File: src/hdl/wrf_defs.svh
// Purpose: Constants for the windowed register file and trap state block
// Assumes: 32-bit data, eight windows
// Notes: Field positions, reset values and trap codes as macros
//
// Notes on behaviour
// - 136 registers, eight globals always visible
// - Eight windows of ins, outs, locals
// - Outs of one window are next ins
// - Window 0 outs wrap to window 7 ins
// - Pointer down on trap/push, up on pop/return
// - Bits 31:28 impl, 27:24 version, fixed
// - Bits 23:20 hold N Z V C flags
// - Bit 12 enables FPU; else FP traps
// - Interrupt accepted only above threshold bits 11:8
// - Bit 7 one means supervisor mode
// - Trap copies supervisor bit into bit 6
// - Bit 5 gates traps; trap clears it
// - Traps disabled: ignore interrupts, exception halts
// - State register written only by privileged access
// - Move onto invalid window raises window trap
// - Base 31:12, type 11:4, low bits zero
// - 128 hardware and 128 software trap entries
// - Trap jumps to base plus type offset
// - Trap taken before any visible change
// - Separate partial product register for multiply step
// - Current and next program counters kept
// - Privileged ops only in supervisor mode
`ifndef WRF_DEFS_SVH
`define WRF_DEFS_SVH
`define WRF_NWIN 8
`define WRF_NREGS 136
`define WRF_PS_IMPL_HI 31
`define WRF_PS_VER_HI 27
`define WRF_PS_ICC_HI 23
`define WRF_PS_CPE 13
`define WRF_PS_FPE 12
`define WRF_PS_PIL_HI 11
`define WRF_PS_SUP 7
`define WRF_PS_PSUP 6
`define WRF_PS_TEN 5
`define WRF_PS_CWP_HI 4
`define WRF_PS_RESET 32'h000000E0
`define WRF_TT_FP_DIS 8'h04
`define WRF_TT_PRIV 8'h03
`define WRF_TT_WOVF 8'h05
`define WRF_TT_WUNF 8'h06
`define WRF_TT_INT_BASE 8'h10
`define WRF_TT_SW_BASE 8'h80
`define WRF_PC_RESET 32'h00000000
`define WRF_PC_STEP 32'h00000004
`endif

File: src/hdl/wrf_pkg.sv
// Purpose: Types for the windowed register file and trap state block
// Assumes: wrf_defs.svh supplies the numbers
// Notes: Command codes of the sequencer port
package wrf_pkg;
  typedef enum logic [3:0] {
    WRF_OP_NONE = 4'h0, WRF_OP_PUSH = 4'h1, WRF_OP_POP = 4'h2, WRF_OP_RETURN = 4'h3,
    WRF_OP_SWTRAP = 4'h4, WRF_OP_WR_STATE = 4'h5, WRF_OP_WR_MASK = 4'h6, WRF_OP_WR_BASE = 4'h7,
    WRF_OP_FPU = 4'h8, WRF_OP_EXC = 4'h9, WRF_OP_WR_PARTIAL = 4'hA
  } wrf_op_type;
  typedef enum logic [1:0] {
    WRF_ST_RUN = 2'b01, WRF_ST_HALT = 2'b10
  } wrf_state_type;
  typedef struct packed {
    logic [31:0] state;
    logic [31:0] base;
    logic [7:0] mask;
    logic [31:0] partial;
    logic [31:0] pc;
    logic [31:0] npc;
    logic trap;
    logic halted;
    wrf_state_type fsm;
  } wrf_regs_type;
endpackage

File: src/hdl/wrf_core.sv
// Purpose: Windowed working registers plus processor control state
// Assumes: Sequencer issues one op per enabled cycle, inputs synchronous
// Notes: Register reads are combinational into registered outputs
`timescale 1ns/100ps
`include "wrf_defs.svh"
module wrf_core
  import wrf_pkg::*;
#(
  parameter logic [3:0] IMPL_ID = 4'h1, // Arbitrary value
  parameter logic [3:0] VER_ID = 4'h2, // Arbitrary value
  parameter bit FPU_PRESENT = 1'b1
) (
  // Clock and reset
  input wire logic clk,
  input wire logic reset_n,
  input wire logic clk_en,
  // Sequencer command
  input wire wrf_op_type op,
  input wire logic [7:0] op_trap_type,
  input wire logic [31:0] op_data,
  input wire logic [31:0] next_addr,
  input wire logic flags_we,
  input wire logic [3:0] flags_in,
  // Register file port
  input wire logic [4:0] rd_addr,
  input wire logic [4:0] wr_addr,
  input wire logic wr_en,
  input wire logic [31:0] wr_data,
  // Interrupt source
  input wire logic [3:0] irq_level,
  // Outputs
  output logic [31:0] rd_data,
  output logic [31:0] state_out,
  output logic [31:0] base_out,
  output logic [7:0] mask_out,
  output logic [31:0] partial_out,
  output logic [31:0] pc_out,
  output logic [31:0] npc_out,
  output logic trap_taken,
  output logic halted
);
  // ----------------------------------------
  // Storage
  // ----------------------------------------
  logic [31:0] globals_r [1:7];
  logic [31:0] win_r [0:`WRF_NREGS-9];
  wrf_regs_type q_r, q_nxt;
  logic [31:0] rd_r;

  logic [2:0] active_window_pointer;
  logic [2:0] cwp_dn, cwp_up;
  logic sup, ten;
  assign active_window_pointer = q_r.state[2:0];
  assign sup = q_r.state[`WRF_PS_SUP];
  assign ten = q_r.state[`WRF_PS_TEN];
  assign cwp_dn = active_window_pointer - 3'd1;
  assign cwp_up = active_window_pointer + 3'd1;

  // Window w: outs at 16w, locals at 16w+8, ins at 16(w+1) mod 128
  function automatic logic [6:0] win_index(input logic [2:0] w, input logic [4:0] a);
    logic [2:0] wn;
    wn = w + 3'd1;
    if (a[4:3] == 2'b01)
      win_index = {w, 4'h0} + {4'h0, a[2:0]};
    else if (a[4:3] == 2'b10)
      win_index = {w, 4'h8} + {4'h0, a[2:0]};
    else
      win_index = {wn, 4'h0} + {4'h0, a[2:0]};
  endfunction

  // ----------------------------------------
  // Next state
  // ----------------------------------------
  logic take;
  logic [7:0] tt;
  logic irq_ok;
  always_comb begin
    q_nxt = q_r;
    take = 1'b0;
    tt = 8'h00;
    irq_ok = ten && (irq_level > q_r.state[`WRF_PS_PIL_HI -: 4]);
    q_nxt.trap = 1'b0;
    if (q_r.fsm == WRF_ST_RUN) begin
      // Trap decision precedes any state update so a trapping op changes nothing
      case (op)
        WRF_OP_WR_STATE, WRF_OP_WR_MASK, WRF_OP_WR_BASE, WRF_OP_RETURN: begin
          if (!sup) begin
            take = 1'b1;
            tt = `WRF_TT_PRIV;
          end
        end
        WRF_OP_FPU: begin
          if (!q_r.state[`WRF_PS_FPE] || !FPU_PRESENT) begin
            take = 1'b1;
            tt = `WRF_TT_FP_DIS;
          end
        end
        WRF_OP_EXC: begin
          take = 1'b1;
          tt = op_trap_type;
        end
        WRF_OP_SWTRAP: begin
          take = 1'b1;
          tt = `WRF_TT_SW_BASE | {1'b0, op_trap_type[6:0]};
        end
        WRF_OP_PUSH: begin
          if (q_r.mask[cwp_dn]) begin
            take = 1'b1;
            tt = `WRF_TT_WOVF;
          end
        end
        WRF_OP_POP: begin
          if (q_r.mask[cwp_up]) begin
            take = 1'b1;
            tt = `WRF_TT_WUNF;
          end
        end
        default: begin
        end
      endcase
      if (take && (op == WRF_OP_RETURN) && sup && q_r.mask[cwp_up]) begin
        tt = `WRF_TT_WUNF;
      end
      if (!take && op == WRF_OP_RETURN && q_r.mask[cwp_up]) begin
        take = 1'b1;
        tt = `WRF_TT_WUNF;
      end
      if (!take && irq_ok) begin
        take = 1'b1;
        tt = `WRF_TT_INT_BASE | {4'h0, irq_level};
      end
      if (take && !ten && op != WRF_OP_NONE) begin
        q_nxt.fsm = WRF_ST_HALT;
        q_nxt.halted = 1'b1;
      end else if (take) begin
        q_nxt.trap = 1'b1;
        q_nxt.state[`WRF_PS_PSUP] = sup;
        q_nxt.state[`WRF_PS_SUP] = 1'b1;
        q_nxt.state[`WRF_PS_TEN] = 1'b0;
        q_nxt.state[`WRF_PS_CWP_HI:0] = {2'b00, cwp_dn};
        q_nxt.base[11:4] = tt;
        q_nxt.pc = {q_r.base[31:12], tt, 4'h0};
        q_nxt.npc = {q_r.base[31:12], tt, 4'h0} + `WRF_PC_STEP;
      end else begin
        q_nxt.pc = q_r.npc;
        q_nxt.npc = next_addr;
        if (flags_we)
          q_nxt.state[`WRF_PS_ICC_HI -: 4] = flags_in;
        case (op)
          WRF_OP_PUSH: q_nxt.state[`WRF_PS_CWP_HI:0] = {2'b00, cwp_dn};
          WRF_OP_POP: q_nxt.state[`WRF_PS_CWP_HI:0] = {2'b00, cwp_up};
          WRF_OP_RETURN: begin
            q_nxt.state[`WRF_PS_CWP_HI:0] = {2'b00, cwp_up};
            q_nxt.state[`WRF_PS_SUP] = q_r.state[`WRF_PS_PSUP];
            q_nxt.state[`WRF_PS_TEN] = 1'b1;
          end
          WRF_OP_WR_STATE: begin
            q_nxt.state[23:5] = op_data[23:5];
            q_nxt.state[`WRF_PS_CWP_HI:0] = {2'b00, op_data[2:0]};
          end
          WRF_OP_WR_MASK: q_nxt.mask = op_data[7:0];
          WRF_OP_WR_BASE: q_nxt.base[31:12] = op_data[31:12];
          WRF_OP_WR_PARTIAL: q_nxt.partial = op_data;
          default: begin
          end
        endcase
      end
    end
    q_nxt.state[`WRF_PS_IMPL_HI -: 4] = IMPL_ID;
    q_nxt.state[`WRF_PS_VER_HI -: 4] = VER_ID;
    q_nxt.state[19:14] = 6'h00;
    q_nxt.base[3:0] = 4'h0;
  end

  // ----------------------------------------
  // Registers
  // ----------------------------------------
  always_ff @(posedge clk or negedge reset_n) begin
    if (!reset_n) begin
      // Identity bits read fixed from the very first cycle after reset
      q_r.state <= `WRF_PS_RESET | {IMPL_ID, VER_ID, 24'h000000};
      q_r.base <= 32'h00000000;
      q_r.mask <= 8'h00;
      q_r.partial <= 32'h00000000;
      q_r.pc <= `WRF_PC_RESET;
      q_r.npc <= `WRF_PC_STEP;
      q_r.trap <= 1'b0;
      q_r.halted <= 1'b0;
      q_r.fsm <= WRF_ST_RUN;
    end else if (clk_en) begin
      q_r <= q_nxt;
    end
  end

  // Register file write is squashed by a trap so no visible change occurs
  always_ff @(posedge clk) begin
    if (clk_en && wr_en && !take && q_r.fsm == WRF_ST_RUN) begin
      if (wr_addr[4:3] == 2'b00) begin
        if (wr_addr[2:0] != 3'd0)
          globals_r[wr_addr[2:0]] <= wr_data;
      end else begin
        win_r[win_index(active_window_pointer, wr_addr)] <= wr_data;
      end
    end
  end

  always_ff @(posedge clk or negedge reset_n) begin
    if (!reset_n)
      rd_r <= 32'h00000000;
    else if (clk_en) begin
      if (rd_addr[4:3] == 2'b00)
        rd_r <= (rd_addr[2:0] == 3'd0) ? 32'h00000000 : globals_r[rd_addr[2:0]];
      else
        rd_r <= win_r[win_index(active_window_pointer, rd_addr)];
    end
  end

  assign rd_data = rd_r;
  assign state_out = q_r.state;
  assign base_out = q_r.base;
  assign mask_out = q_r.mask;
  assign partial_out = q_r.partial;
  assign pc_out = q_r.pc;
  assign npc_out = q_r.npc;
  assign trap_taken = q_r.trap;
  assign halted = q_r.halted;

  // ----------------------------------------
  // Checks
  // ----------------------------------------
  trap_clears_ten_a: assert property (@(posedge clk) disable iff (!reset_n)
    $rose(q_r.trap) |-> !q_r.state[`WRF_PS_TEN]) else $error("trap left enable set");
  trap_sets_sup_a: assert property (@(posedge clk) disable iff (!reset_n)
    $rose(q_r.trap) |-> q_r.state[`WRF_PS_SUP] && (q_r.state[`WRF_PS_PSUP] == $past(sup)))
    else $error("trap mode bits wrong");
  trap_cwp_dec_a: assert property (@(posedge clk) disable iff (!reset_n)
    clk_en && take && ten && q_r.fsm == WRF_ST_RUN |=> q_r.state[2:0] == $past(cwp_dn))
    else $error("trap did not decrement window");
  trap_vector_a: assert property (@(posedge clk) disable iff (!reset_n)
    $rose(q_r.trap) |-> q_r.pc == {q_r.base[31:4], 4'h0}) else $error("trap vector wrong");
  irq_gate_a: assert property (@(posedge clk) disable iff (!reset_n)
    clk_en && op == WRF_OP_NONE && (irq_level <= q_r.state[11:8]) && q_r.fsm == WRF_ST_RUN |-> !take)
    else $error("interrupt taken at or below threshold");
  ident_fixed_a: assert property (@(posedge clk) disable iff (!reset_n)
    ##1 q_r.state[31:24] == {IMPL_ID, VER_ID}) else $error("identity field changed");
  push_ovf_a: assert property (@(posedge clk) disable iff (!reset_n)
    clk_en && reset_n && ten && q_r.fsm == WRF_ST_RUN && op == WRF_OP_PUSH && q_r.mask[cwp_dn]
    |=> q_r.trap && q_r.base[11:4] == `WRF_TT_WOVF)
    else $error("overflow trap missed");
  base_low_zero_a: assert property (@(posedge clk) disable iff (!reset_n)
    ##1 q_r.base[3:0] == 4'h0) else $error("base low bits nonzero");
  pc_advance_a: assert property (@(posedge clk) disable iff (!reset_n)
    clk_en && reset_n && !take && q_r.fsm == WRF_ST_RUN |=> q_r.pc == $past(q_r.npc))
    else $error("pc did not take next pc");

  // ----------------------------------------
  // Window, trap, flag, partial product and read-path checks
  // ----------------------------------------
  push_moves_win_a: assert property (@(posedge clk) disable iff (!reset_n)
    clk_en && reset_n && q_r.fsm == WRF_ST_RUN && op == WRF_OP_PUSH && !take
    |=> q_r.state[2:0] == $past(cwp_dn)) else $error("push did not move window down");
  pop_moves_win_a: assert property (@(posedge clk) disable iff (!reset_n)
    clk_en && reset_n && q_r.fsm == WRF_ST_RUN && op == WRF_OP_POP && !take
    |=> q_r.state[2:0] == $past(cwp_up)) else $error("pop did not move window up");
  window_wrap_a: assert property (@(posedge clk) disable iff (!reset_n)
    clk_en && reset_n && q_r.fsm == WRF_ST_RUN && op inside {WRF_OP_POP, WRF_OP_RETURN} && !take && active_window_pointer == 3'd7
    |=> q_r.state[2:0] == 3'd0) else $error("window pointer did not wrap");
  return_restore_a: assert property (@(posedge clk) disable iff (!reset_n)
    clk_en && reset_n && q_r.fsm == WRF_ST_RUN && op == WRF_OP_RETURN && !take
    |=> q_r.state[`WRF_PS_TEN] && q_r.state[`WRF_PS_SUP] == $past(q_r.state[`WRF_PS_PSUP]))
    else $error("return did not restore mode");
  pop_unf_a: assert property (@(posedge clk) disable iff (!reset_n)
    clk_en && reset_n && ten && q_r.fsm == WRF_ST_RUN && op == WRF_OP_POP && q_r.mask[cwp_up]
    |=> q_r.trap && q_r.base[11:4] == `WRF_TT_WUNF) else $error("underflow trap missed");
  priv_trap_a: assert property (@(posedge clk) disable iff (!reset_n)
    clk_en && reset_n && ten && !sup && q_r.fsm == WRF_ST_RUN && op inside {WRF_OP_WR_STATE, WRF_OP_WR_MASK,
      WRF_OP_WR_BASE, WRF_OP_RETURN} |=> q_r.trap && q_r.base[11:4] == `WRF_TT_PRIV)
    else $error("privileged op ran in user mode");
  fpu_off_trap_a: assert property (@(posedge clk) disable iff (!reset_n)
    clk_en && reset_n && ten && q_r.fsm == WRF_ST_RUN && op == WRF_OP_FPU && !q_r.state[`WRF_PS_FPE]
    |=> q_r.trap && q_r.base[11:4] == `WRF_TT_FP_DIS) else $error("disabled fpu op did not trap");
  sw_trap_high_a: assert property (@(posedge clk) disable iff (!reset_n)
    clk_en && reset_n && ten && q_r.fsm == WRF_ST_RUN && op == WRF_OP_SWTRAP
    |=> q_r.trap && q_r.base[11:4] == {1'b1, $past(op_trap_type[6:0])}) else $error("software trap type wrong");
  irq_type_a: assert property (@(posedge clk) disable iff (!reset_n)
    clk_en && reset_n && ten && q_r.fsm == WRF_ST_RUN && op == WRF_OP_NONE && irq_level > q_r.state[11:8]
    |=> q_r.trap && q_r.base[11:4] == {4'h1, $past(irq_level)}) else $error("interrupt trap type wrong");
  irq_masked_a: assert property (@(posedge clk) disable iff (!reset_n)
    clk_en && q_r.fsm == WRF_ST_RUN && !ten && op == WRF_OP_NONE |-> !take) else $error("interrupt taken with traps off");
  halt_on_exc_a: assert property (@(posedge clk) disable iff (!reset_n)
    clk_en && reset_n && !ten && q_r.fsm == WRF_ST_RUN && op == WRF_OP_EXC
    |=> q_r.halted && !q_r.trap) else $error("exception with traps off did not halt");
  halt_sticky_a: assert property (@(posedge clk) disable iff (!reset_n)
    clk_en && reset_n && q_r.halted |=> q_r.halted && q_r.pc == $past(q_r.pc)) else $error("halted block moved on");
  trap_no_change_a: assert property (@(posedge clk) disable iff (!reset_n)
    clk_en && reset_n && take && ten && q_r.fsm == WRF_ST_RUN
    |=> q_r.partial == $past(q_r.partial) && q_r.mask == $past(q_r.mask)
      && q_r.state[23:20] == $past(q_r.state[23:20])) else $error("trapping op changed state");
  flags_update_a: assert property (@(posedge clk) disable iff (!reset_n)
    clk_en && reset_n && q_r.fsm == WRF_ST_RUN && !take && flags_we && op != WRF_OP_WR_STATE
    |=> q_r.state[23:20] == $past(flags_in)) else $error("condition flags not written");
  global_zero_a: assert property (@(posedge clk) disable iff (!reset_n)
    clk_en && reset_n && rd_addr == 5'd0 |=> rd_r == 32'h00000000) else $error("global zero read nonzero");
  partial_write_a: assert property (@(posedge clk) disable iff (!reset_n)
    clk_en && reset_n && q_r.fsm == WRF_ST_RUN && op == WRF_OP_WR_PARTIAL && !take
    |=> q_r.partial == $past(op_data)) else $error("partial product not held");
endmodule // wrf_core

File: config.mk
export PLATFORM = sky130hd
export DESIGN_NAME = wrf_core
export DESIGN_NICKNAME = d
export VERILOG_FILES = /design/src/hdl/wrf_pkg.sv /design/src/hdl/wrf_core.sv
export VERILOG_INCLUDE_DIRS = /design/src /design/src/hdl
export SDC_FILE = /design/constraint.sdc
export NUM_CORES = 2
export LEC_CHECK = 0
export BUFFER_PORTS_ARGS = -buffer_cell sky130_fd_sc_hd__buf_4
export CAP_MARGIN = 20
export CORE_MARGIN = 8
export CORE_UTILIZATION = 50
export CTS_CLUSTER_DIAMETER = 120
export DETAILED_ROUTE_END_ITERATION = 8
export GPL_TIMING_DRIVEN = 0
export HOLD_SLACK_MARGIN = 0.15
export PLACE_DENSITY = 0.65
export SLEW_MARGIN = 20
export SYNTH_ARGS = -nofsm -noshare
export SYNTH_HDL_FRONTEND = slang
export SYNTH_MEMORY_MAX_BITS = 65536
export SYNTH_SLANG_ARGS = --single-unit
File: constraint.sdc
create_clock -name clk -period 7 [get_ports clk]
set_input_delay 0.7 -clock clk [delete_from_list [all_inputs] [get_ports clk]]
set_output_delay 0.7 -clock clk [all_outputs]
set_load 0.05 [all_outputs]
### Word level (Yosys, flattened, before mapping)

Memory sizes are Yosys's and may differ from the RTL's.
Index checks and enable logic that the tools add are counted.

* flip-flop bits (word level): 186
* latch bits: 0
* memory bits (writable): 4320
* memory bits (read-only): 0
* bits of input ports: 131
* memories: 2

* add/sub/neg operators: 9
* multiply operators: 0
* div/mod/pow operators: 0
* $lt $le $gt $ge: 3
* equality and inequality tests: 15
* shifts and indexed selects: 0
* multiplexer cells: 53
* bitwise logic cells: 2
* reductions and logical operators: 39

Memories
* win_r: words 128, width 32, read ports 1, clocked after Yosys merged registers in 0, write ports 1, RTL line wrf_core.sv:46 `` logic [31:0] win_r [0:`WRF_NREGS-9]; ``
* globals_r: words 7, width 32, read ports 1, clocked after Yosys merged registers in 0, write ports 1, RTL line wrf_core.sv:45 `logic [31:0] globals_r [1:7];`

Operators by type and width (count)
* 2-to-1 mux 32 bit: 2
* 2-to-1 mux 64 bit: 1
* 2-to-1 mux 7 bit: 8
* case mux 8 bit (6 select lines): 1
* adder 7 x 3 -> 7 bit: 6
* 2-to-1 mux 8 bit: 5
* adder 32 x 3 -> 32 bit (second input constant): 1
* AND reduction 5 bit: 5
* 2-to-1 mux 1 bit: 22
* equality test 4 x 3 -> 1 bit (second input constant): 4
* 2-to-1 mux 16 bit: 1
* AND reduction 4 bit: 4
* case mux 5 bit (3 select lines): 1
* equality test 4 bit (second input constant): 3
* logical AND 1 bit: 12
* 2-to-1 mux 3 bit: 4
* equality test 4 x 2 -> 1 bit (second input constant): 2
* less-than comparator 3 x 4 -> 1 bit (second input constant): 2
* 2-to-1 mux 4 bit: 2
* nonzero test 4 bit: 2
* binary-select mux 1 bit (select 3 bit): 2
* equality test 2 x 1 -> 1 bit (second input constant): 3
* AND reduction 3 bit: 2
* nonzero test 3 bit: 2
* other kinds (15): 24

### Logic depth before layout (Yosys ltp)

* depth in word-level cells: 21
* gate-level depth with buffers: 13

### Least setup slack after synthesis

OpenSTA, ideal clock, no wires.

* path kind: register to register
* start: register q_r (netlist bit state_out[0])
* end: memory globals_r[2][0] (enable)
* setup time: 502 ps
* arrival: 5725 ps
* required time: 6498 ps
* path slack: 774 ps
* cell stages (with the launch flop): 11
* period minus slack after synthesis: 6226 ps
* cell sequence: dfrtp_1 > buf_6 > clkinv_1 > ha_1 > clkbuf_1 > mux4_2 > mux2i_4 > o22ai_2 > nor4_4 > nand3_2 > nor4_1

* cells in the longest elaborated chain, start to end: 21
* elaborated cells between the ends (all ways): 25

Ends and longest elaborated chain
* start: declaration: RTL line wrf_core.sv:47 `wrf_regs_type q_r, q_nxt;`
* start signal: assignment: RTL line wrf_core.sv:191 `q_r <= q_nxt;`
* adder 3 x 1 -> 3 bit or subtractor 3 x 1 -> 3 bit (tied branches): RTL line wrf_core.sv:57, wrf_core.sv:56
* binary-select mux 1 bit (select 3 bit), on equally long branches: RTL line wrf_core.sv:113, wrf_core.sv:124, wrf_core.sv:107
* 2-to-1 mux 1 bit, on equally long branches: RTL line wrf_core.sv:113, wrf_core.sv:124, wrf_core.sv:107
* 2-to-1 mux 1 bit, on equally long branches: RTL line wrf_core.sv:113, wrf_core.sv:107
* case mux 1 bit (5 select lines): RTL line wrf_core.sv:85 `case (op)`
* 2-to-1 mux 1 bit: RTL line wrf_core.sv:83 `if (q_r.fsm == WRF_ST_RUN) begin`
* logical NOT 1 bit: RTL line wrf_core.sv:124 `if (!take && op == WRF_OP_RETURN && q_r.mask[cwp_up]) begin`
* logical AND 1 bit (2 in a row): RTL line wrf_core.sv:124
* [2 not listed]
* logical NOT 1 bit: RTL line wrf_core.sv:128 `if (!take && irq_ok) begin`
* logical AND 1 bit: RTL line wrf_core.sv:128
* 2-to-1 mux 1 bit (*): RTL line wrf_core.sv:128
* 2-to-1 mux 1 bit (*) (2 in a row): RTL line wrf_core.sv:83
* logical NOT 1 bit (*): RTL line wrf_core.sv:197 `if (clk_en && wr_en && !take && q_r.fsm == WRF_ST_RUN) begin`
* logical AND 1 bit (*) (2 in a row): RTL line wrf_core.sv:197
* 2-to-1 mux 1 bit (*): RTL line wrf_core.sv:197
* 2-to-1 mux 1 bit (implied by the code) (*): RTL line wrf_core.sv:200 `globals_r[wr_addr[2:0]] <= wr_data;`
* end: declaration: RTL line wrf_core.sv:45

Mark *: on every way between the ends. The rest lies on a longest branch, timed or not. The select of a mux whose other input is x is not followed.

### Worst setup path after layout

* start: register q_r (netlist bit state_out[0])
* end: memory win_r[44][7] (enable)

* cells in the longest elaborated chain, start to end: 21
* elaborated cells between the ends (all ways): 32

Ends and longest elaborated chain
* adder 3 x 1 -> 3 bit or subtractor 3 x 1 -> 3 bit (tied branches): RTL line wrf_core.sv:57, wrf_core.sv:62, wrf_core.sv:56
* binary-select mux 1 bit (select 3 bit), on equally long branches: RTL line wrf_core.sv:113, wrf_core.sv:124, wrf_core.sv:107
* 2-to-1 mux 1 bit, on equally long branches: RTL line wrf_core.sv:113, wrf_core.sv:124, wrf_core.sv:107
* 2-to-1 mux 1 bit, on equally long branches: RTL line wrf_core.sv:113, wrf_core.sv:107
* case mux 1 bit (5 select lines): RTL line wrf_core.sv:85
* 2-to-1 mux 1 bit: RTL line wrf_core.sv:83
* logical NOT 1 bit: RTL line wrf_core.sv:124
* logical AND 1 bit (2 in a row): RTL line wrf_core.sv:124
* [2 not listed]
* logical NOT 1 bit: RTL line wrf_core.sv:128
* logical AND 1 bit: RTL line wrf_core.sv:128
* 2-to-1 mux 1 bit: RTL line wrf_core.sv:128
* 2-to-1 mux 1 bit (2 in a row): RTL line wrf_core.sv:83
* logical NOT 1 bit: RTL line wrf_core.sv:197
* logical AND 1 bit (2 in a row): RTL line wrf_core.sv:197
* 2-to-1 mux 1 bit: RTL line wrf_core.sv:197
* 2-to-1 mux 1 bit (implied by the code): RTL line wrf_core.sv:202 `win_r[win_index(active_window_pointer, wr_addr)] <= wr_data;`
* end: declaration: RTL line wrf_core.sv:46

Several ways; a longest one is shown, not always the timed one. The select of a mux whose other input is x is not followed.

==> reports/qor.yml <==
synth.most_common_cell: "edfxtp_1"
relSlewSlack_pct: 9.56
remaining_drc_errors: 0
fmax_mhz: 146
cp.required_ns: 7.70
avgViaCountPerCell: 6.64
clk_path_buf_depth: 4
holdPathStages: 1
rsz0062_at_grt: "no"
tightest_slew_ns: 1.36
async_flop_share_pct: 4.06
die_w_um: 606
initial_core_util_pct: 50.3
place.gp.congestion: 1.05
synth.area.top_cells: "edfxtp_1, mux4_2, mux2i_1"
wire_per_inst_um: 38.8
layout-drive-gt1-share_pct: 27.6
htreeDepth: 5
synth_top_cell_area_share_pct: 74.6
post-route-period-util_pct: 98.1
dp.cells: 13600
ys.flop_type: "edfxtp_1"
ys_types: 72
synthTopCellsByCount: "edfxtp_1, mux4_2, mux2i_1"
ys_ff_latch: 4503
antenna_left: 0
clk_pin_slew_worst_paths_ns: 0.06
p_per_area_nw_per_um2: 276
clock-sinks: 4503
syn_area_um2: 174000
report.final.slew_viol_count: 0
final_hold_viol_count: 0
synth_area_leader_cell: "edfxtp_1"
syn2layout_area_growth_pct: 18.2
std_cell_rows: 216
antenna_found_initial: 44
endpoint_kind: "flop"
die_h_um: 606
grt_max_degree: 136
grt_pass1_vias: 93800
vias: 96600
finalSetupTns_ns: 0
nets: 9678
power_w: 0.0568
cts_tree: "yes"
io_buffers: 309
cp-start-kind: "flop"
synthCells: 8361
multiInputGateArea_um2: 37600
p_leak_nw: 67.7
synth_edf_count: 4320
firstDrtPassIters: 8
critPathKind: "reg2reg"
clock_latency_ns: 1.02
die_area_um2: 367000
numCtsBuffers: 446
ff2ff_path_depth: 15
syn_avg_cell_area_um2: 20.8
io_pins: 333
r2r_setup_slack_ns: 0.13
regArea_um2: 134000
clock-root-buffer: "clkbuf_16"
seq_area_frac_synth_pct: 77.2
fin_crit_ns: 6.87
grt_pass1_wl_um: 763000
hp-class: "in2reg"
grt.overflow.total: 0
stdcell_count: 14500
core_um2: 346000
yosys_warnings: 0
outcome: "complete, no violations"
routed_wl_um: 565000
fillers: 24300
worstPathArrival_ns: 7.57
clock_skew_ns: 0.0887
crit_fanout: 14
cap_violations: 0
dp_hpwl_um: 395000
grtUsageTotal_pct: 30.1
setup_viol_count_final: 0
ir_worst_vdd_uv: 235
drtIter0Drc: 15500
-- cells in the final DEF, fill, tap and decap left out, types with 39 or more instances in the layout --
cell type         n
edfxtp_1       4320
mux4_2          868
mux2i_1         480
buf_4           456
clkbuf_16       452
clkbuf_1        363
nand2_1         211
o22ai_1         208
dfrtp_1         177
buf_16          155
o21ai_0         141
nor2_4          132
a31oi_1         126
buf_2           118
clkinv_1        113
buf_12          111
mux2_2          101
dlygate4sd3_1   100
clkinv_2         96
a21oi_1          92
nand3_1          91
o221ai_1         79
a21o_1           75
a22oi_1          67
clkbuf_2         59
nor2_1           59
a221o_1          55
buf_1            53
a211oi_1         48
bufinv_16        43
diode_2          41
buf_6            39
-- cells by family after synthesis --
group	Yosys count	synth area share, %
flops	4503	77.2
mux	1477	14.9
simple gates	615	1.61
buf+inv	681	1.90
other cells	2	0.00432
fa+ha+maj	6	0.0431
compound gates	1069	4.33
xor+xnor	8	0.0403
-- final cells by class --
type,instances,area share [%]
antenna,41,0.0499
clock inverter,292,1.30
timing repair buffer,715,5.00
buffer,665,1.63
multi-input combinational,3195,18.3
inverter,15,0.0280
clock buffer,537,5.66
tap,4578,2.78
sequential,4503,65.3
-- state kept, by name (all words and copies together), names as in the netlist, 16 cells and up --
name / cells
win_r: 4096
globals_r: 224
npc_out: 32
partial_out: 32
pc_out: 32
rd_data: 32
base_out: 28
state_out: 16
-- final timing paths --
| path | end | startpoint |
|---|---|---|
| min reg2reg | q_r[0]$_DFFE_PN1P_ | q_r[0]$_DFFE_PN1P_ |
| min | win_r[77][26]$_DFFE_PP_ | wr_data[26] |
| max reg2reg | win_r[44][7]$_DFFE_PP_ | state_out[0]$_DFFE_PN0P_ |
| max in group asynchronous | q_r[0]$_DFFE_PN1P_ | reset_n |
| min in group asynchronous | rd_data[9]$_DFFE_PN0P_ | reset_n |
| max | win_r[44][7]$_DFFE_PP_ | state_out[0]$_DFFE_PN0P_ |
-- critical path, cell delays in order, from the launching register on --
cell      delay (ns)
dfrtp_1         0.49
buf_6           0.27
clkinv_2        0.35
ha_1            0.49
clkbuf_2        0.44
mux4_2          0.42
mux2i_4         0.20
o22ai_2         0.15
nor4_4          0.46
nand3_2         0.52
or4_1           0.62
clkbuf_1        0.50
buf_2           0.54
nor2_4          0.63
buf_16          0.25
buf_16          0.18
-- per-stage QoR --
stage               hold WS (ns)  setup WS, ns  area, um^2  util [%]
floorplan                  0.404         0.774      174000         -
detailed placement         0.455        -0.460      190000      54.9
finish                     0.127         0.131      206000      59.4
global route               0.140        0.0216      206000      59.4
global placement           0.447         -4.77      182000      52.6
CTS                        0.154        0.0253      205000      59.3
-- report_power, final --
| part | switching [W] | leakage, nW | internal [W] |
|---|---|---|---|
| Sequential | 0.0000702 | 41.2 | 0.0295 |
| Combinational | 0.00246 | 19.5 | 0.00105 |
| Clock | 0.0103 | 7.02 | 0.0134 |
| Total | 0.0128 | 67.7 | 0.0440 |
-- layer usage --
layer	GRT usage (%)	vias up	part of all wire, %
met5	1.47	-	0.053
met3	8.33	1295	12
met2	45.4	6793	45
li1	-	37400	-
met1	39.7	51100	36
met4	17.3	8	7.0
-- repair_timing --
action	in CTS	in global routing
hold buffers	97	3
gates resized for setup	2	1
setup endpoints to repair	1236	464
buffers inserted	0	0
gates cloned	0	0
hold endpoints to repair	357	52
No activity file was read; power rests on OpenSTA's default activity.
